**src/verilog/sfife_pkg.sv**
```systemverilog
// Purpose: shared constants and types for the serial flash instruction front end
// Assumes: 100 MHz core clock, serial pins sampled by that clock
// Notes:   apb offsets are byte addresses of 32-bit words
package sfife_pkg;
  localparam int          CLK_PERIOD_NS = 10;
  localparam logic [7:0]  OP_WREN       = 8'h06;
  localparam logic [7:0]  OP_WRDI       = 8'h04;
  localparam logic [7:0]  OP_RDSR       = 8'h05;
  localparam logic [7:0]  OP_WRSR       = 8'h01;
  localparam logic [7:0]  OP_VWREN      = 8'h50;
  localparam logic [7:0]  OP_READ       = 8'h03;
  localparam logic [7:0]  OP_FAST       = 8'h0B;
  localparam logic [7:0]  OP_DUAL       = 8'h3B;
  localparam logic [7:0]  OP_PP         = 8'h02;
  localparam logic [7:0]  OP_SE         = 8'h20;
  localparam logic [7:0]  OP_BE         = 8'hD8;
  localparam logic [7:0]  OP_HBE        = 8'h52;
  localparam logic [7:0]  OP_CE1        = 8'hC7;
  localparam logic [7:0]  OP_CE2        = 8'h60;
  localparam logic [7:0]  OP_DPD        = 8'hB9;
  localparam logic [7:0]  OP_RES        = 8'hAB;
  localparam logic [7:0]  OP_MID        = 8'h90;
  localparam logic [7:0]  OP_JID        = 8'h9F;
  localparam logic [2:0]  ADDR_BYTES    = 3'h3;
  localparam logic [2:0]  FAST_BYTES    = 3'h4;
  localparam logic [2:0]  LAST_BIT      = 3'h7;
  localparam logic [2:0]  LAST_DUAL     = 3'h3;
  localparam logic [1:0]  JID_LAST      = 2'h2;
  localparam logic [11:0] REG_STATUS    = 12'h000;
  localparam logic [11:0] REG_CTRL      = 12'h004;
  localparam logic [11:0] REG_OPINFO    = 12'h008;
  localparam int          CTRL_DONE     = 0;

  typedef enum logic [2:0] {S_IDLE, S_OPC, S_ADDR, S_WSR, S_PGM, S_END, S_OUT, S_IGN} sfife_st_t;

  typedef struct packed {
    logic        cs_s1, cs_s2, cs_d, sck_s1, sck_s2, sck_d, io0_s1, io0_s2, wp_s1, wp_s2;
    sfife_st_t   st;
    logic [2:0]  bitcnt;
    logic [7:0]  shin;
    logic [7:0]  opcode;
    logic [2:0]  bcnt;
    logic [2:0]  bneed;
    logic [23:0] addr;
    logic [7:0]  osh;
    logic [2:0]  ocnt;
    logic [1:0]  idx;
    logic        got;
    logic        status_lock_bit;
    logic [3:0]  bp;
    logic        write_enable_latch, busy, vol, dpd, nv_pend;
    logic [23:0] timer;
    logic [7:0]  wsr_data;
    logic        so, so_oe, io0_o, io0_oe;
    logic        pgm_vld;
    logic [7:0]  pgm_data;
    logic [23:0] pgm_addr;
    logic        op_vld;
    logic [7:0]  op_code;
    logic [23:0] op_addr;
    logic        pready, pslverr;
    logic [31:0] prdata;
  } sfife_state_t;
endpackage

```
**src/verilog/sfife_top.sv**
```systemverilog
// Purpose: instruction front end of a serial flash, pins sampled by the core clock
// Assumes: host drives select, clock and serial input; array and sequencer sit outside
// Notes:   program/erase cycles end when software writes the done bit over apb
// Functional notes
// RL1 - select falling starts instruction; first byte opcode
// RL2 - input sampled on clock rise, msb first
// RL3 - write/program/erase aborted unless byte-aligned deselect
// RL4 - reads end cleanly on any deselect
// RL5 - while busy only status read accepted
// RL6 - 06h sets write enable latch
// RL7 - 04h, reset and cycle completion clear latch
// RL8 - 05h streams status repeatedly on falling edges
// RL9 - 01h writes status only with latch set
// RL10 - status write touches bits 7,5,4,3,2 only
// RL11 - nonvolatile status write runs timed busy cycle
// RL12 - 50h prefix: immediate update, never busy
// RL13 - lock bit plus low protect rejects writes
// RL14 - 03h takes 24-bit address, returns data
// RL15 - read address increments, streams whole array
// RL16 - read while busy ignored, cycle untouched
// RL17 - 3Bh dual output, even bits on io0
// RL18 - B9h powers down; ABh releases, returns id
// RL19 - 90h: three bytes, then maker, device codes
// RL20 - 9Fh returns maker, type, capacity msb first
// RL21 - 0Bh inserts eight ignored dummy clocks
// RL22 - 02h programs bytes, wrapping inside page
// RL23 - 20h/D8h/52h erase addressed region with latch
// RL24 - C7h/60h erase whole array with latch
// RL25 - unknown opcode ignored, output stays off
//
// Added by the designer: the register addresses and register access over APB.
module sfife_top #(
  parameter int         TW_NS     = 5000000,
  parameter logic [7:0] MFR_ID    = 8'hA5,  // arbitrary
  parameter logic [7:0] MEM_TYPE  = 8'h22,  // arbitrary
  parameter logic [7:0] CAPACITY  = 8'h33,  // arbitrary
  parameter logic [7:0] DEV_ID    = 8'h3C   // arbitrary
) (
  input  wire logic        i_clk,
  input  wire logic        i_rst,
  input  wire logic        i_ce,
  input  wire logic        i_cs_n,
  input  wire logic        i_sck,
  input  wire logic        i_serial_io0,
  input  wire logic        i_wp_n,
  output logic             o_serial_out,
  output logic             o_serial_out_oe,
  output logic             o_serial_io0,
  output logic             o_serial_io0_oe,
  output logic [23:0]      o_arr_addr,
  input  wire logic [7:0]  i_arr_data,
  output logic             o_pgm_vld,
  output logic [7:0]       o_pgm_data,
  output logic [23:0]      o_pgm_addr,
  output logic             o_op_vld,
  output logic [7:0]       o_op_code,
  output logic [23:0]      o_op_addr,
  input  wire logic        i_psel,
  input  wire logic        i_penable,
  input  wire logic        i_pwrite,
  input  wire logic [11:0] i_paddr,
  input  wire logic [31:0] i_pwdata,
  output logic             o_pready,
  output logic [31:0]      o_prdata,
  output logic             o_pslverr
);
  localparam int          TW_CYC  = TW_NS / sfife_pkg::CLK_PERIOD_NS;
  localparam logic [23:0] TW_LOAD = 24'(TW_CYC - 1);

  sfife_pkg::sfife_state_t q, d;
  logic       sck_rise, sck_fall, cs_rise, cs_fall, spi_live, byte_done, out_fall;
  logic [7:0] byte_in, stat;

  assign sck_rise  = q.sck_s2 & ~q.sck_d;
  assign sck_fall  = ~q.sck_s2 & q.sck_d;
  assign cs_rise   = q.cs_s2 & ~q.cs_d;
  assign cs_fall   = ~q.cs_s2 & q.cs_d;
  assign spi_live  = ~cs_rise & ~cs_fall & (q.st != sfife_pkg::S_IDLE);
  assign byte_done = spi_live & sck_rise & (q.bitcnt == sfife_pkg::LAST_BIT);
  assign out_fall  = spi_live & sck_fall & (q.st == sfife_pkg::S_OUT);
  assign byte_in   = {q.shin[6:0], q.io0_s2};
  assign stat      = {q.status_lock_bit, 1'b0, q.bp, q.write_enable_latch, q.busy};

  function automatic logic [7:0] src_byte(input logic [7:0] op, input logic [1:0] idx,
                                          input logic [7:0] st, input logic [7:0] arr);
    unique case (op)
      sfife_pkg::OP_RDSR: src_byte = st;
      sfife_pkg::OP_RES:  src_byte = DEV_ID;
      sfife_pkg::OP_MID:  src_byte = idx[0] ? DEV_ID : MFR_ID;
      sfife_pkg::OP_JID:  src_byte = (idx == 2'h0) ? MFR_ID : ((idx == 2'h1) ? MEM_TYPE : CAPACITY);
      default:            src_byte = arr;
    endcase
  endfunction

  function automatic logic is_read(input logic [7:0] op);
    is_read = (op == sfife_pkg::OP_READ) | (op == sfife_pkg::OP_FAST) | (op == sfife_pkg::OP_DUAL);
  endfunction

  always_comb begin
    logic [7:0]  ob;
    logic [23:0] na;
    logic        dual;
    ob   = q.osh;
    na   = {q.addr[15:0], byte_in};
    dual = (q.opcode == sfife_pkg::OP_DUAL);
    d    = q;
    d.pgm_vld = 1'b0;
    d.op_vld  = 1'b0;
    d.pready  = 1'b0;
    // two flops on select, clock, io0 and wp before any logic looks at them
    d.cs_s1  = i_cs_n;
    d.cs_s2  = q.cs_s1;
    d.cs_d   = q.cs_s2;
    d.sck_s1 = i_sck;
    d.sck_s2 = q.sck_s1;
    d.sck_d  = q.sck_s2;
    d.io0_s1 = i_serial_io0;
    d.io0_s2 = q.io0_s1;
    d.wp_s1  = i_wp_n;
    d.wp_s2  = q.wp_s1;

    if (q.nv_pend) begin
      if (q.timer == 24'h000000) begin
        d.nv_pend = 1'b0;
        d.busy    = 1'b0;  // RL11
        d.write_enable_latch     = 1'b0;  // RL7
      end else begin
        d.timer = q.timer - 24'h000001;
      end
    end

    // apb: zero-wait slave, data prepared in the setup cycle
    if (i_psel && !i_penable) begin
      d.pready  = 1'b1;
      d.pslverr = 1'b0;
      d.prdata  = 32'h00000000;
      unique case (i_paddr)
        sfife_pkg::REG_STATUS: d.prdata = {21'h0, q.nv_pend, q.dpd, q.vol, stat};
        sfife_pkg::REG_CTRL:   d.prdata = 32'h00000000;
        sfife_pkg::REG_OPINFO: d.prdata = {q.op_code, q.op_addr};
        default:               d.pslverr = 1'b1;
      endcase
    end
    if (i_psel && i_penable && q.pready && i_pwrite && !q.pslverr && i_paddr == sfife_pkg::REG_CTRL
        && i_pwdata[sfife_pkg::CTRL_DONE] && q.busy && !q.nv_pend) begin
      d.busy = 1'b0;
      d.write_enable_latch  = 1'b0;  // RL7
    end

    if (cs_rise) begin
      d.st     = sfife_pkg::S_IDLE;  // RL4
      d.so_oe  = 1'b0;
      d.io0_oe = 1'b0;
      // opcode still holds the previous frame's until this one decodes its own
      if (q.opcode == sfife_pkg::OP_RES && q.st != sfife_pkg::S_IGN && q.st != sfife_pkg::S_OPC) begin
        d.dpd = 1'b0;  // RL18
      end
      if (q.bitcnt == 3'h0) begin  // RL3
        if (q.st == sfife_pkg::S_END) begin
          unique case (q.opcode)
            sfife_pkg::OP_WREN:  d.write_enable_latch = 1'b1;  // RL6
            sfife_pkg::OP_WRDI:  d.write_enable_latch = 1'b0;  // RL7
            sfife_pkg::OP_VWREN: d.vol = 1'b1;
            sfife_pkg::OP_DPD:   d.dpd = 1'b1;  // RL18
            sfife_pkg::OP_WRSR: begin
              d.status_lock_bit = q.wsr_data[7];  // RL10
              d.bp  = q.wsr_data[5:2];
              if (q.vol) begin
                d.vol = 1'b0;  // RL12
              end else begin
                d.busy    = 1'b1;  // RL11
                d.nv_pend = 1'b1;
                d.timer   = TW_LOAD;
              end
            end
            default: begin
              d.busy   = 1'b1;  // RL23 RL24
              d.op_vld = 1'b1;
            end
          endcase
        end else if (q.st == sfife_pkg::S_PGM && q.got) begin
          d.busy   = 1'b1;  // RL22
          d.op_vld = 1'b1;
        end
      end
    end else if (cs_fall) begin
      d.st     = sfife_pkg::S_OPC;  // RL1
      d.bitcnt = 3'h0;
    end else if (q.st != sfife_pkg::S_IDLE) begin
      if (sck_rise) begin
        d.shin   = byte_in;  // RL2
        d.bitcnt = q.bitcnt + 3'h1;
      end
      if (byte_done) begin
        unique case (q.st)
          sfife_pkg::S_OPC: begin
            d.opcode = byte_in;
            d.bcnt   = 3'h0;
            d.idx    = 2'h0;
            d.ocnt   = 3'h0;
            d.got    = 1'b0;
            d.op_code = byte_in;
            d.op_addr = 24'h000000;
            if (byte_in != sfife_pkg::OP_WRSR && byte_in != sfife_pkg::OP_VWREN) d.vol = 1'b0;
            if ((q.dpd && byte_in != sfife_pkg::OP_RES) || (q.busy && byte_in != sfife_pkg::OP_RDSR)) begin
              d.st = sfife_pkg::S_IGN;  // RL5 RL16
            end else begin
              unique case (byte_in)
                sfife_pkg::OP_WREN, sfife_pkg::OP_WRDI, sfife_pkg::OP_VWREN, sfife_pkg::OP_DPD:
                  d.st = sfife_pkg::S_END;
                sfife_pkg::OP_CE1, sfife_pkg::OP_CE2:
                  d.st = q.write_enable_latch ? sfife_pkg::S_END : sfife_pkg::S_IGN;  // RL24
                sfife_pkg::OP_RDSR, sfife_pkg::OP_JID:
                  d.st = sfife_pkg::S_OUT;  // RL8 RL20
                sfife_pkg::OP_WRSR:
                  d.st = ((q.write_enable_latch || q.vol) && !(q.status_lock_bit && !q.wp_s2)) ? sfife_pkg::S_WSR
                                                                    : sfife_pkg::S_IGN;  // RL9 RL13
                sfife_pkg::OP_READ, sfife_pkg::OP_MID, sfife_pkg::OP_RES: begin
                  d.st    = sfife_pkg::S_ADDR;  // RL14 RL19 RL18
                  d.bneed = sfife_pkg::ADDR_BYTES;
                end
                sfife_pkg::OP_FAST, sfife_pkg::OP_DUAL: begin
                  d.st    = sfife_pkg::S_ADDR;  // RL21 RL17
                  d.bneed = sfife_pkg::FAST_BYTES;
                end
                sfife_pkg::OP_PP, sfife_pkg::OP_SE, sfife_pkg::OP_BE, sfife_pkg::OP_HBE: begin
                  d.st    = q.write_enable_latch ? sfife_pkg::S_ADDR : sfife_pkg::S_IGN;  // RL22 RL23
                  d.bneed = sfife_pkg::ADDR_BYTES;
                end
                default: d.st = sfife_pkg::S_IGN;  // RL25
              endcase
            end
          end
          sfife_pkg::S_ADDR: begin
            if (q.bcnt < sfife_pkg::ADDR_BYTES) d.addr = na;
            d.bcnt = q.bcnt + 3'h1;
            if (q.bcnt + 3'h1 == q.bneed) begin
              if (q.opcode == sfife_pkg::OP_PP) begin
                d.st      = sfife_pkg::S_PGM;
                d.op_addr = na;
              end else if (q.opcode == sfife_pkg::OP_SE || q.opcode == sfife_pkg::OP_BE
                           || q.opcode == sfife_pkg::OP_HBE) begin
                d.st      = sfife_pkg::S_END;
                d.op_addr = na;
              end else begin
                d.st = sfife_pkg::S_OUT;
              end
            end
          end
          sfife_pkg::S_WSR: begin
            d.wsr_data = byte_in;
            d.st       = sfife_pkg::S_END;
          end
          sfife_pkg::S_PGM: begin
            d.pgm_vld   = 1'b1;
            d.pgm_data  = byte_in;
            d.pgm_addr  = q.addr;
            d.addr[7:0] = q.addr[7:0] + 8'h01;  // RL22
            d.got       = 1'b1;
          end
          default: d.st = q.st;
        endcase
      end
      if (out_fall) begin
        if (q.ocnt == 3'h0) begin
          ob = src_byte(q.opcode, q.idx, stat, i_arr_data);  // RL8 RL18 RL19 RL20
          if (is_read(q.opcode)) d.addr = q.addr + 24'h000001;  // RL15
          d.idx = (q.opcode == sfife_pkg::OP_JID && q.idx == sfife_pkg::JID_LAST) ? 2'h0 : q.idx + 2'h1;
        end
        d.so    = ob[7];
        d.so_oe = 1'b1;
        if (dual) begin
          d.io0_o  = ob[6];  // RL17
          d.io0_oe = 1'b1;
          d.osh    = {ob[5:0], 2'h0};
          d.ocnt   = (q.ocnt == sfife_pkg::LAST_DUAL) ? 3'h0 : q.ocnt + 3'h1;
        end else begin
          d.osh  = {ob[6:0], 1'b0};
          d.ocnt = q.ocnt + 3'h1;
        end
      end
    end
  end

  always_ff @(posedge i_clk) begin
    if (i_rst) begin
      q        <= '0;
      q.cs_s1  <= 1'b1;
      q.cs_s2  <= 1'b1;
      q.cs_d   <= 1'b1;
      q.wp_s1  <= 1'b1;
      q.wp_s2  <= 1'b1;
    end else if (i_ce) begin
      q <= d;
    end
  end

  assign o_serial_out    = q.so;
  assign o_serial_out_oe = q.so_oe;
  assign o_serial_io0    = q.io0_o;
  assign o_serial_io0_oe = q.io0_oe;
  assign o_arr_addr      = q.addr;
  assign o_pgm_vld       = q.pgm_vld;
  assign o_pgm_data      = q.pgm_data;
  assign o_pgm_addr      = q.pgm_addr;
  assign o_op_vld        = q.op_vld;
  assign o_op_code       = q.op_code;
  assign o_op_addr       = q.op_addr;
  assign o_pready        = q.pready;
  assign o_prdata        = q.prdata;
  assign o_pslverr       = q.pslverr;
endmodule

```
**config.mk**
```make
export PLATFORM = sky130hd
export DESIGN_NAME = sfife_top
export DESIGN_NICKNAME = d
export VERILOG_FILES = /design/src/verilog/sfife_pkg.sv /design/src/verilog/sfife_top.sv
export SDC_FILE = /design/constraint.sdc
export NUM_CORES = 1
export LEC_CHECK = 0
export BUFFER_PORTS_ARGS = -buffer_cell sky130_fd_sc_hd__buf_2
export CELL_PAD_IN_SITES_DETAIL_PLACEMENT = 0
export CELL_PAD_IN_SITES_GLOBAL_PLACEMENT = 1
export CORE_MARGIN = 2
export CORE_UTILIZATION = 41
export DETAILED_ROUTE_END_ITERATION = 8
export PLACE_DENSITY = 0.77
export SLEW_MARGIN = 20
export SYNTH_ARGS = -nofsm -noshare
export SYNTH_HDL_FRONTEND = slang
export SYNTH_SLANG_ARGS = --single-unit
```
**constraint.sdc**
```tcl
create_clock -name i_clk -period 5.68 [get_ports i_clk]
set_input_delay 1.42 -clock i_clk [delete_from_list [all_inputs] [get_ports i_clk]]
set_output_delay 1.42 -clock i_clk [all_outputs]
set_load 0.02 [all_outputs]
```
==> impl_metrics.json, run 1 <==
{
  "reg2reg_slack_ns": 2.67,
  "synthFlopType": "dfxtp_1",
  "crit_buf_inv": 2,
  "seqCellArea_um2": 4160,
  "ctsHtreeMaxLevel": 1,
  "crit_path_cell_trace": "buf_2 > or4_1 > nor4_1 > nor3b_1 > buf_4 > and2_1 > a22oi_1 > nor2_1",
  "dr.pass1.iters": 5,
  "cts_tree": "done",
  "setup-tns-final_ns": 0,
  "hp-class": "reg -> reg",
  "clockRootBuffer": "clkbuf_16",
  "fin_crit_ns": 3.66,
  "timing.fmax_ghz": 0.273,
  "clkLatencyLatePin_ns": 0.53,
  "layout-drive-gt1-share_pct": 19.1,
  "post-route-drc-count": 0,
  "p_per_area_nw_per_um2": 275,
  "avgSynthCellArea_um2": 8.01,
  "slew_headroom_pct": 32.8,
  "grt_setup_unrepaired": "no",
  "worstPathMaxFanout": 22,
  "cpPeakStageDelay_ns": 0.76,
  "io_pins": 190,
  "rows": 60,
  "final_common_cell": "dfxtp_1",
  "whs_ns": 0.450,
  "hold_path_end": "o_pgm_addr[9]$_SDFFE_PP0P_",
  "grt_pass1_wl_um": 49300,
  "critPathRequiredTime_ns": 6.13,
  "num-fill-cells": 2712,
  "multi_input_area_um2": 5530,
  "final_max_slew_viol_count": 0,
  "dieWidth_um": 168,
  "wl_um": 30700,
  "critPathCaptureType": "flip-flop",
  "r2r_start": "q[209]$_SDFFE_PP0P_",
  "netlist_area_um2": 11100,
  "critPathSlowestCell": "and2_1",
  "globalRouteOverflowTotal": 0,
  "synth_cell_type_count": 85,
  "skew_ns": 0.0150,
  "post_dp_cell_area_um2": 11100,
  "cts-hold-fix-buffers": 0,
  "syn_inst": 1383,
  "first_global_vias": 9010,
  "tightest_slew_ns": 1.01,
  "path_clk_slew_ns": 0.06,
  "nets": 1432,
  "r2r_cells": 6,
  "ys_ff_latch": 208,
  "finalHoldViolations": 0,
  "cts_resized": 0,
  "final-setup-viol-count": 0,
  "clkSinkCount": 208,
  "portBuffers": 158,
  "hp-start": "o_pgm_addr[9]$_SDFFE_PP0P_",
  "antennaDiodeCount": 0,
  "grt_max_degree": 81,
  "synthArstFlopShare_pct": 0,
  "min_path_cells": 2,
  "area_delta_synth_final_pct": 8.46,
  "cp.arrival_ns": 4.11,
  "final_cell_mix": "dfxtp_1 (208), buf_2 (157), nand2_1 (154), nor2_1 (147), a21oi_1 (120)",
  "switchingPower_uw": 707,
  "r2r_end": "o_arr_addr[10]$_SDFFE_PP0P_",
  "drtAntennaViolNets": 0,
  "seqPwrFrac_pct": 44.5,
  "start_util_pct": 41.4,
  "die_area_um2": 28300,
  "stdcell_count": 1718,
  "ys_warn_count": 0,
  "combPwrFrac_pct": 2.7,
  "final_cell_area_um2": 12000,
  "worstSetupPathType": "in -> reg",
  "gp_congestion": 0.849,
  "synth_edf_count": 0,
  "syn_nets": 1455,
  "drv_cap": 0,
  "crit_path_start_kind": "input pin",
  "internal-power_mw": 2.59,
  "vias": 9623,
  "synth_top_cell_area_share_pct": 37.6,
  "crit_family": "simple AND/OR/NAND/NOR gates",
  "coreArea_um2": 26700,
  "dp_hpwl_um": 21400,
  "die_h_um": 168,
  "ir_worst_vdd_uv": 191,
  "clock_path_buffers": 3,
  "grt_use_total_pct": 21.1,
  "cts_setup_buffers": 0,
  "clkPwrFrac_pct": 52.7,
  "synth_top_cell_by_area": "dfxtp_1",
  "netlist_top_cells_area": "dfxtp_1 (38%), buf_4 (8.3%), a21oi_1 (5.4%), nand2_1 (5.3%), nor2_1 (5.0%)",
  "drt_iter0_markers": 767,
  "run_status": "complete, no violations",
  "viasPerCell": 5.60,
  "antenna_found_initial": 0,
  "yosysSeqAreaShare_pct": 37.6,
  "sw_frac_of_total_pct": 21.4,
  "leakage_nw": 4.59,
  "cts_buffers": 24,
  "fin_crit_sh_pct": 64.4,
  "wire_per_inst_um": 17.9,
  "dp_cells": 1675
}
-- final cells by class --
type	count	area share (%)
tap	341	3.55
timing repair buffer	170	7.39
multi-input combinational	928	46.1
clock inverter	13	1.92
inverter	28	0.875
clock buffer	30	5.52
sequential	208	34.7
-- how the worst max path moves through the flow --
stage / cells after the start / endpoint / from
final: 8 / o_prdata[21]$_SDFFE_PP0P_ / i_paddr[7]
after global routing: 8 / o_prdata[29]$_SDFFE_PP0P_ / i_paddr[7]
after detailed placement: 8 / o_prdata[21]$_SDFFE_PP0P_ / i_paddr[7]
after CTS: 8 / o_prdata[21]$_SDFFE_PP0P_ / i_paddr[7]
after global placement: 8 / o_prdata[29]$_SDFFE_PP0P_ / i_paddr[7]
after floorplan: 7 / o_prdata[31]$_SDFFE_PP0P_ / i_paddr[7]
-- cell families after synthesis --
group,count (synthesis),synth area share (%)
muxes,48,4.46
buffers and inverters,247,12.8
DFF,208,37.6
adders and majority gates,10,1.13
AOI/OAI and AO/OA,314,18.0
xor gates and xnor gates,24,2.02
and+or+nand+nor,532,24.0
-- worst reg2reg max path, cell delays in order, from the launching register on --
cell and delay [ns]:
dfxtp_1 0.51, nor3_1 0.90, nor2_1 0.26, nand3_1 0.72, o21ai_0 0.22, a21oi_1 0.19, a211oi_1 0.06
-- cells in the mapped netlist (7+ instances only) --
cell and n:
o21ai_0 43, xor2_1 11, mux2_2 11, a31oi_1 9
mux2i_1 37, a21oi_1 120, and3_1 7, nor4_1 14
nor2b_1 7, xnor2_1 12, nor2_1 147, nor3_1 33
a211oi_1 22, inv_1 27, dfxtp_1 208, nand2b_1 10
a22oi_1 43, nand4_1 19, o211ai_1 11, buf_4 122
nand3_1 54, ha_1 10, clkbuf_1 80, o22ai_1 15
buf_2 12, or3_1 12, nand2_1 155, nand3b_1 7
or4_1 9
-- sequential cells by signal (all words and copies together), names as in the netlist --
register / count
q: 66
o_op_addr: 24
o_pgm_vld: 1
o_op_vld: 1
o_op_code: 8
o_pgm_addr: 24
d: 6
o_arr_addr: 24
o_pgm_data: 8
o_prdata: 32
o_serial_io0: 1
o_pready: 1
byte_in: 8
o_serial_io0_oe: 1
o_serial_out: 1
o_serial_out_oe: 1
o_pslverr: 1
-- per-stage QoR --
| stage | utilization [%] | total power [mW] | worst slack [ns] |
|---|---|---|---|
| after floorplan | - | 1.56 | 2.59 |
| after global placement | 41.5 | 1.59 | 1.66 |
| after detailed placement | 41.5 | 1.59 | 1.57 |
| after CTS | 44.9 | 3.33 | 2.07 |
| after global routing | 44.9 | 3.40 | 1.84 |
| final | 44.9 | 3.30 | 2.02 |
-- power by group through the flow --
stage	Combinational [mW]	Clock, mW	Sequential, mW
detailed placement	0.0892	0	1.50
floorplan	0.0580	0	1.50
global placement	0.0888	0	1.50
finish	0.0898	1.74	1.47
CTS	0.0896	1.78	1.47
global route	0.0985	1.83	1.47
-- metal layers --
metal	vias to the layer above	track usage, %	wire length, um
met1	4559	29.5	14500
li1	4736	-	-
met3	43	2.89	1620
met2	285	34.8	14100
met4	0	4.91	574
met5	-	0	0
Power figures use the tool's default switching activity.
==> inputs of run 2 (changes only) <==
==> constraint.sdc (replaced) <==
create_clock -name i_clk -period 3.7 [get_ports i_clk]
set_input_delay 0.925 -clock i_clk [delete_from_list [all_inputs] [get_ports i_clk]]
set_output_delay 0.925 -clock i_clk [all_outputs]
set_load 0.02 [all_outputs]
==> run 2 against run 1 <==
Via count grew 1.0%. Clock skew rose by 0.012 ns. Global-route usage rose by 0.25 points. Setup slack got worse by 1.2 ns.
==> impl_metrics.json, run 2 (synthesis results as in run 1) <==
{
  "slew_headroom_pct": 30.5,
  "dp_cells": 1694,
  "timing.fmax_ghz": 0.343,
  "clkSinkCount": 208,
  "dr.pass1.iters": 5,
  "layout-drive-gt1-share_pct": 19.8,
  "clock_path_buffers": 3,
  "crit_path_start_kind": "flip-flop",
  "worstPathMaxFanout": 23,
  "clkLatencyLatePin_ns": 0.53,
  "start_util_pct": 41.4,
  "cts_tree": "done",
  "dieWidth_um": 168,
  "setup-tns-final_ns": 0,
  "final-setup-viol-count": 0,
  "area_delta_synth_final_pct": 8.43,
  "cpPeakStageDelay_ns": 0.85,
  "worstSetupPathType": "reg -> reg",
  "globalRouteOverflowTotal": 0,
  "finalHoldViolations": 0,
  "fin_crit_ns": 2.91,
  "grt_pass1_wl_um": 49700,
  "final_common_cell": "dfxtp_1",
  "cts_setup_buffers": 0,
  "ir_worst_vdd_uv": 379,
  "vias": 9724,
  "regMostFlops": "q",
  "antenna_found_initial": 0,
  "clockRootBuffer": "clkbuf_16",
  "drtAntennaViolNets": 0,
  "skew_ns": 0.0269,
  "wl_um": 31200,
  "post-route-drc-count": 0,
  "ctsHtreeMaxLevel": 1,
  "largest_reg_flops": 66,
  "cp.arrival_ns": 3.38,
  "nets": 1451,
  "critPathRequiredTime_ns": 4.17,
  "stdcell_count": 1732,
  "critPathCaptureType": "flip-flop",
  "cts-hold-fix-buffers": 0,
  "p_per_area_nw_per_um2": 393,
  "critPathMostFrequentCell": "nor3_1",
  "portBuffers": 158,
  "final_max_slew_viol_count": 0,
  "grt_use_total_pct": 21.4,
  "fin_crit_sh_pct": 78.7,
  "drt_iter0_markers": 686,
  "antennaDiodeCount": 0,
  "die_h_um": 168,
  "cts_buffers": 24,
  "crit_path_cell_trace": "nor3_1 > nor2_1 > nand3_1 > nor3_1 > a311o_1 > a21oi_1",
  "dp_hpwl_um": 21500,
  "run_status": "complete, no violations",
  "final_cell_mix": "dfxtp_1 (208), buf_2 (157), nand2_1 (155), nor2_1 (147), a21oi_1 (120)",
  "tightest_slew_ns": 1.03,
  "cts_resized": 0,
  "gp_congestion": 0.873,
  "viasPerCell": 5.61,
  "grt_setup_unrepaired": "no",
  "power_mw": 4.72,
  "wire_per_inst_um": 18.0,
  "first_global_vias": 9159,
  "die_area_um2": 28300,
  "critPathSlowestCell": "nor3_1",
  "io_pins": 190,
  "leakage_nw": 4.62,
  "hp-class": "reg -> reg",
  "drv_cap": 0,
  "path_clk_slew_ns": 0.06,
  "rows": 60,
  "coreArea_um2": 26700,
  "grt_max_degree": 99
}
## run 2: where the power goes
group / internal, mW / leakage [nW] / total, mW / switching (mW)
clock network: 1.38 / 0.379 / 2.33 / 0.948
logic: 0.0434 / 2.56 / 0.142 / 0.0983
registers: 2.25 / 1.68 / 2.26 / 0.00851
## run 2: worst max-delay path: cells and delay by family (launching register included)
family             cells  cell delay (ns)
AOI/OAI and AO/OA      2             0.45
DFF                    1             0.51
and+or+nand+nor        4             1.88
## run 2: path summary, 6_finish.rpt
kind | end | cells after the start | slack, ns | from
hold / removal | o_pgm_addr[3]$_SDFFE_PP0P_ | 2 | 0.45 | o_pgm_addr[3]$_SDFFE_PP0P_
setup reg to reg | o_arr_addr[14]$_SDFFE_PP0P_ | 6 | 0.79 | q[209]$_SDFFE_PP0P_
hold reg to reg | o_pgm_addr[3]$_SDFFE_PP0P_ | 2 | 0.45 | o_pgm_addr[3]$_SDFFE_PP0P_
setup / recovery | o_arr_addr[14]$_SDFFE_PP0P_ | 6 | 0.79 | q[209]$_SDFFE_PP0P_
## run 2: metrics by stage
stage	util, %	hold WS [ns]	area (um^2)	setup WS [ns]
global route	44.9	0.466	12000	0.531
global placement	42.1	0.439	11200	0.711
floorplan	-	0.437	11100	1.10
CTS	44.9	0.452	12000	0.837
detailed placement	42.1	0.444	11200	0.683
finish	44.9	0.450	12000	0.788
## run 2: layout make-up
type                            count  area (um^2)
Tap cell                          341          427
Clock inverter                      9          110
Inverter                           28          105
Sequential cell                   208         4160
Timing Repair Buffer              189         1040
Fill cell                        2785        14700
Multi-Input combinational cell    928         5510
Clock buffer                       29          649
## run 2: per-layer routing
metal | vias up | GRT usage (%) | routed length (um)
met3 | 53 | 3.24 | 1590
met1 | 4637 | 29.8 | 14700
li1 | 4755 | - | -
met4 | 0 | 5.62 | 799
met2 | 279 | 34.6 | 14200
met5 | - | 0 | 0
==> inputs of run 3 (changes only) <==
--- a/config.mk
+++ b/config.mk
@@ -9,9 +9,9 @@
 export CELL_PAD_IN_SITES_DETAIL_PLACEMENT = 0
 export CELL_PAD_IN_SITES_GLOBAL_PLACEMENT = 1
 export CORE_MARGIN = 2
-export CORE_UTILIZATION = 41
+export CORE_UTILIZATION = 38
 export DETAILED_ROUTE_END_ITERATION = 8
-export PLACE_DENSITY = 0.77
+export PLACE_DENSITY = 0.75
 export SLEW_MARGIN = 20
 export SYNTH_ARGS = -nofsm -noshare
 export SYNTH_HDL_FRONTEND = slang
==> constraint.sdc (replaced) <==
create_clock -name i_clk -period 2.6 [get_ports i_clk]
set_input_delay 0.65 -clock i_clk [delete_from_list [all_inputs] [get_ports i_clk]]
set_output_delay 0.65 -clock i_clk [all_outputs]
set_load 0.02 [all_outputs]
==> run 3 against run 2 <==
Critical path depth increased by 1. Cell count increased by 6.8%. Clock power increased by 50%. Global-route usage decreased by 0.87 points. Routed wire length increased by 4.9%. Register-to-register slack got worse by 0.66 ns. Utilization decreased by 0.65 points. Power increased by 47%. Via count increased by 3.9%. Clock skew decreased by 0.014 ns. Flip-flop and latch count unchanged.
==> impl_metrics.json, run 3 (synthesis results as in run 1) <==
{
  "run_status": "complete, no violations",
  "seqPwrFrac_pct": 46.2,
  "tightest_slew_ns": 1.12,
  "setup-tns-final_ns": 0,
  "vias": 10100,
  "first_global_vias": 9245,
  "p_per_area_nw_per_um2": 545,
  "die_h_um": 175,
  "fin_crit_sh_pct": 95.0,
  "layout-drive-gt1-share_pct": 23.8,
  "area_delta_synth_final_pct": 14.8,
  "final-setup-viol-count": 0,
  "drt_iter0_markers": 746,
  "regMostFlops": "q",
  "switchingPower_mw": 1.56,
  "final_max_slew_viol_count": 0,
  "worstPathMaxFanout": 24,
  "internal-power_mw": 5.37,
  "grt_max_degree": 131,
  "globalRouteOverflowTotal": 0,
  "clkSinkCount": 208,
  "coreArea_um2": 28700,
  "fin_crit_ns": 2.47,
  "drv_cap": 0,
  "viasPerCell": 5.46,
  "skew_ns": 0.0132,
  "ir_worst_vdd_uv": 387,
  "combPwrFrac_pct": 3.2,
  "slew_headroom_pct": 24.4,
  "gp_congestion": 0.914,
  "sw_frac_of_total_pct": 22.5,
  "post_dp_cell_area_um2": 11800,
  "nets": 1519,
  "die_area_um2": 30500,
  "critPathRequiredTime_ns": 3.07,
  "antenna_found_initial": 0,
  "drtAntennaViolNets": 0,
  "ctsHtreeMaxLevel": 1,
  "cts-hold-fix-buffers": 0,
  "clockRootBuffer": "clkbuf_16",
  "cp.arrival_ns": 2.94,
  "worstSetupPathType": "reg -> reg",
  "dr.pass1.iters": 5,
  "cts_buffers": 24,
  "start_util_pct": 38.6,
  "final_cell_mix": "dfxtp_1 (208), buf_2 (157), nand2_1 (155), nor2_1 (147), a21oi_1 (120)",
  "crit_path_start_kind": "flip-flop",
  "portBuffers": 158,
  "path_clk_slew_ns": 0.06,
  "antennaDiodeCount": 0,
  "hp-class": "in -> reg",
  "post-route-drc-count": 0,
  "grt_pass1_wl_um": 51200,
  "dieWidth_um": 175,
  "io_pins": 190,
  "wire_per_inst_um": 17.7,
  "largest_reg_flops": 66,
  "critPathCaptureType": "flip-flop",
  "final_common_cell": "dfxtp_1",
  "grt_use_total_pct": 20.5,
  "clock_path_buffers": 3,
  "wl_um": 32800,
  "leakage_nw": 5.01,
  "finalHoldViolations": 0,
  "clkPwrFrac_pct": 50.5,
  "rows": 62,
  "timing.fmax_ghz": 0.405,
  "cts_tree": "done",
  "final_cell_area_um2": 12700,
  "dp_hpwl_um": 23300,
  "clkLatencyLatePin_ns": 0.54
}
==> run 3: worst max-delay path: stages (launching register included) <==
cell and delay (ns):
dfxtp_1 0.58, inv_1 0.11, buf_4 0.18, o21ai_0 0.88
or3_1 0.27, buf_12 0.18, nand2_1 0.07, a21oi_1 0.11
==> run 3: power groups by stage <==
stage	clock, mW	sequential [mW]	combinational (mW)
2_1_floorplan	0	3.27	0.127
3_3_place_gp	0	3.27	0.220
3_5_place_dp	0	3.27	0.219
4_1_cts	3.58	3.20	0.221
5_1_grt	3.72	3.20	0.246
6_report	3.50	3.20	0.223
==> run 3: area by class of cell <==
class / count / area, um^2
clock buffer: 34 / 708
inverter: 28 / 105
sequential: 208 / 4160
fill: 2946 / 16000
multi-input combinational: 929 / 5530
clock inverter: 10 / 120
timing repair buffer: 256 / 1600
tap: 384 / 480
==> run 3: metal layers <==
layer	global-route usage (%)	up-vias	wire (um)
li1	-	4916	-
met2	33.5	299	14800
met1	28.6	4835	15500
met3	2.59	54	1620
met5	0	-	0
met4	5.52	0	839
==> run 3: final timing paths <==
check                           slack, ns                          end                   startpoint  cells past startpoint
worst min-delay path                 0.35          d[212]$_SDFFE_PP1P_                       i_wp_n                      3
worst max-delay path                 0.13   o_op_addr[15]$_SDFFE_PP0P_          q[209]$_SDFFE_PP0P_                      7
worst min register to register       0.45  o_pgm_addr[15]$_SDFFE_PP0P_  o_pgm_addr[15]$_SDFFE_PP0P_                      2
worst max register to register       0.13   o_op_addr[15]$_SDFFE_PP0P_          q[209]$_SDFFE_PP0P_                      7
==> run 3: repair_timing <==
action	4_1_cts	5_1_grt
gates resized for setup	0	2
hold endpoints to repair	0	0
endpoints found under the setup margin	0	25
setup buffers	0	1
==> run 3: stage by stage <==
step	std cells	util (%)	setup slack, ns	power [mW]	hold slack (ns)
global route	1849	44.3	-0.0203	7.17	0.381
global placement	1803	41.2	0.0156	3.49	0.439
finish	1849	44.3	0.131	6.93	0.354
detailed placement	1803	41.2	-0.000111	3.49	0.445
CTS	1847	44.1	0.000186	7.00	0.357
floorplan	1383	-	0.279	3.40	0.437
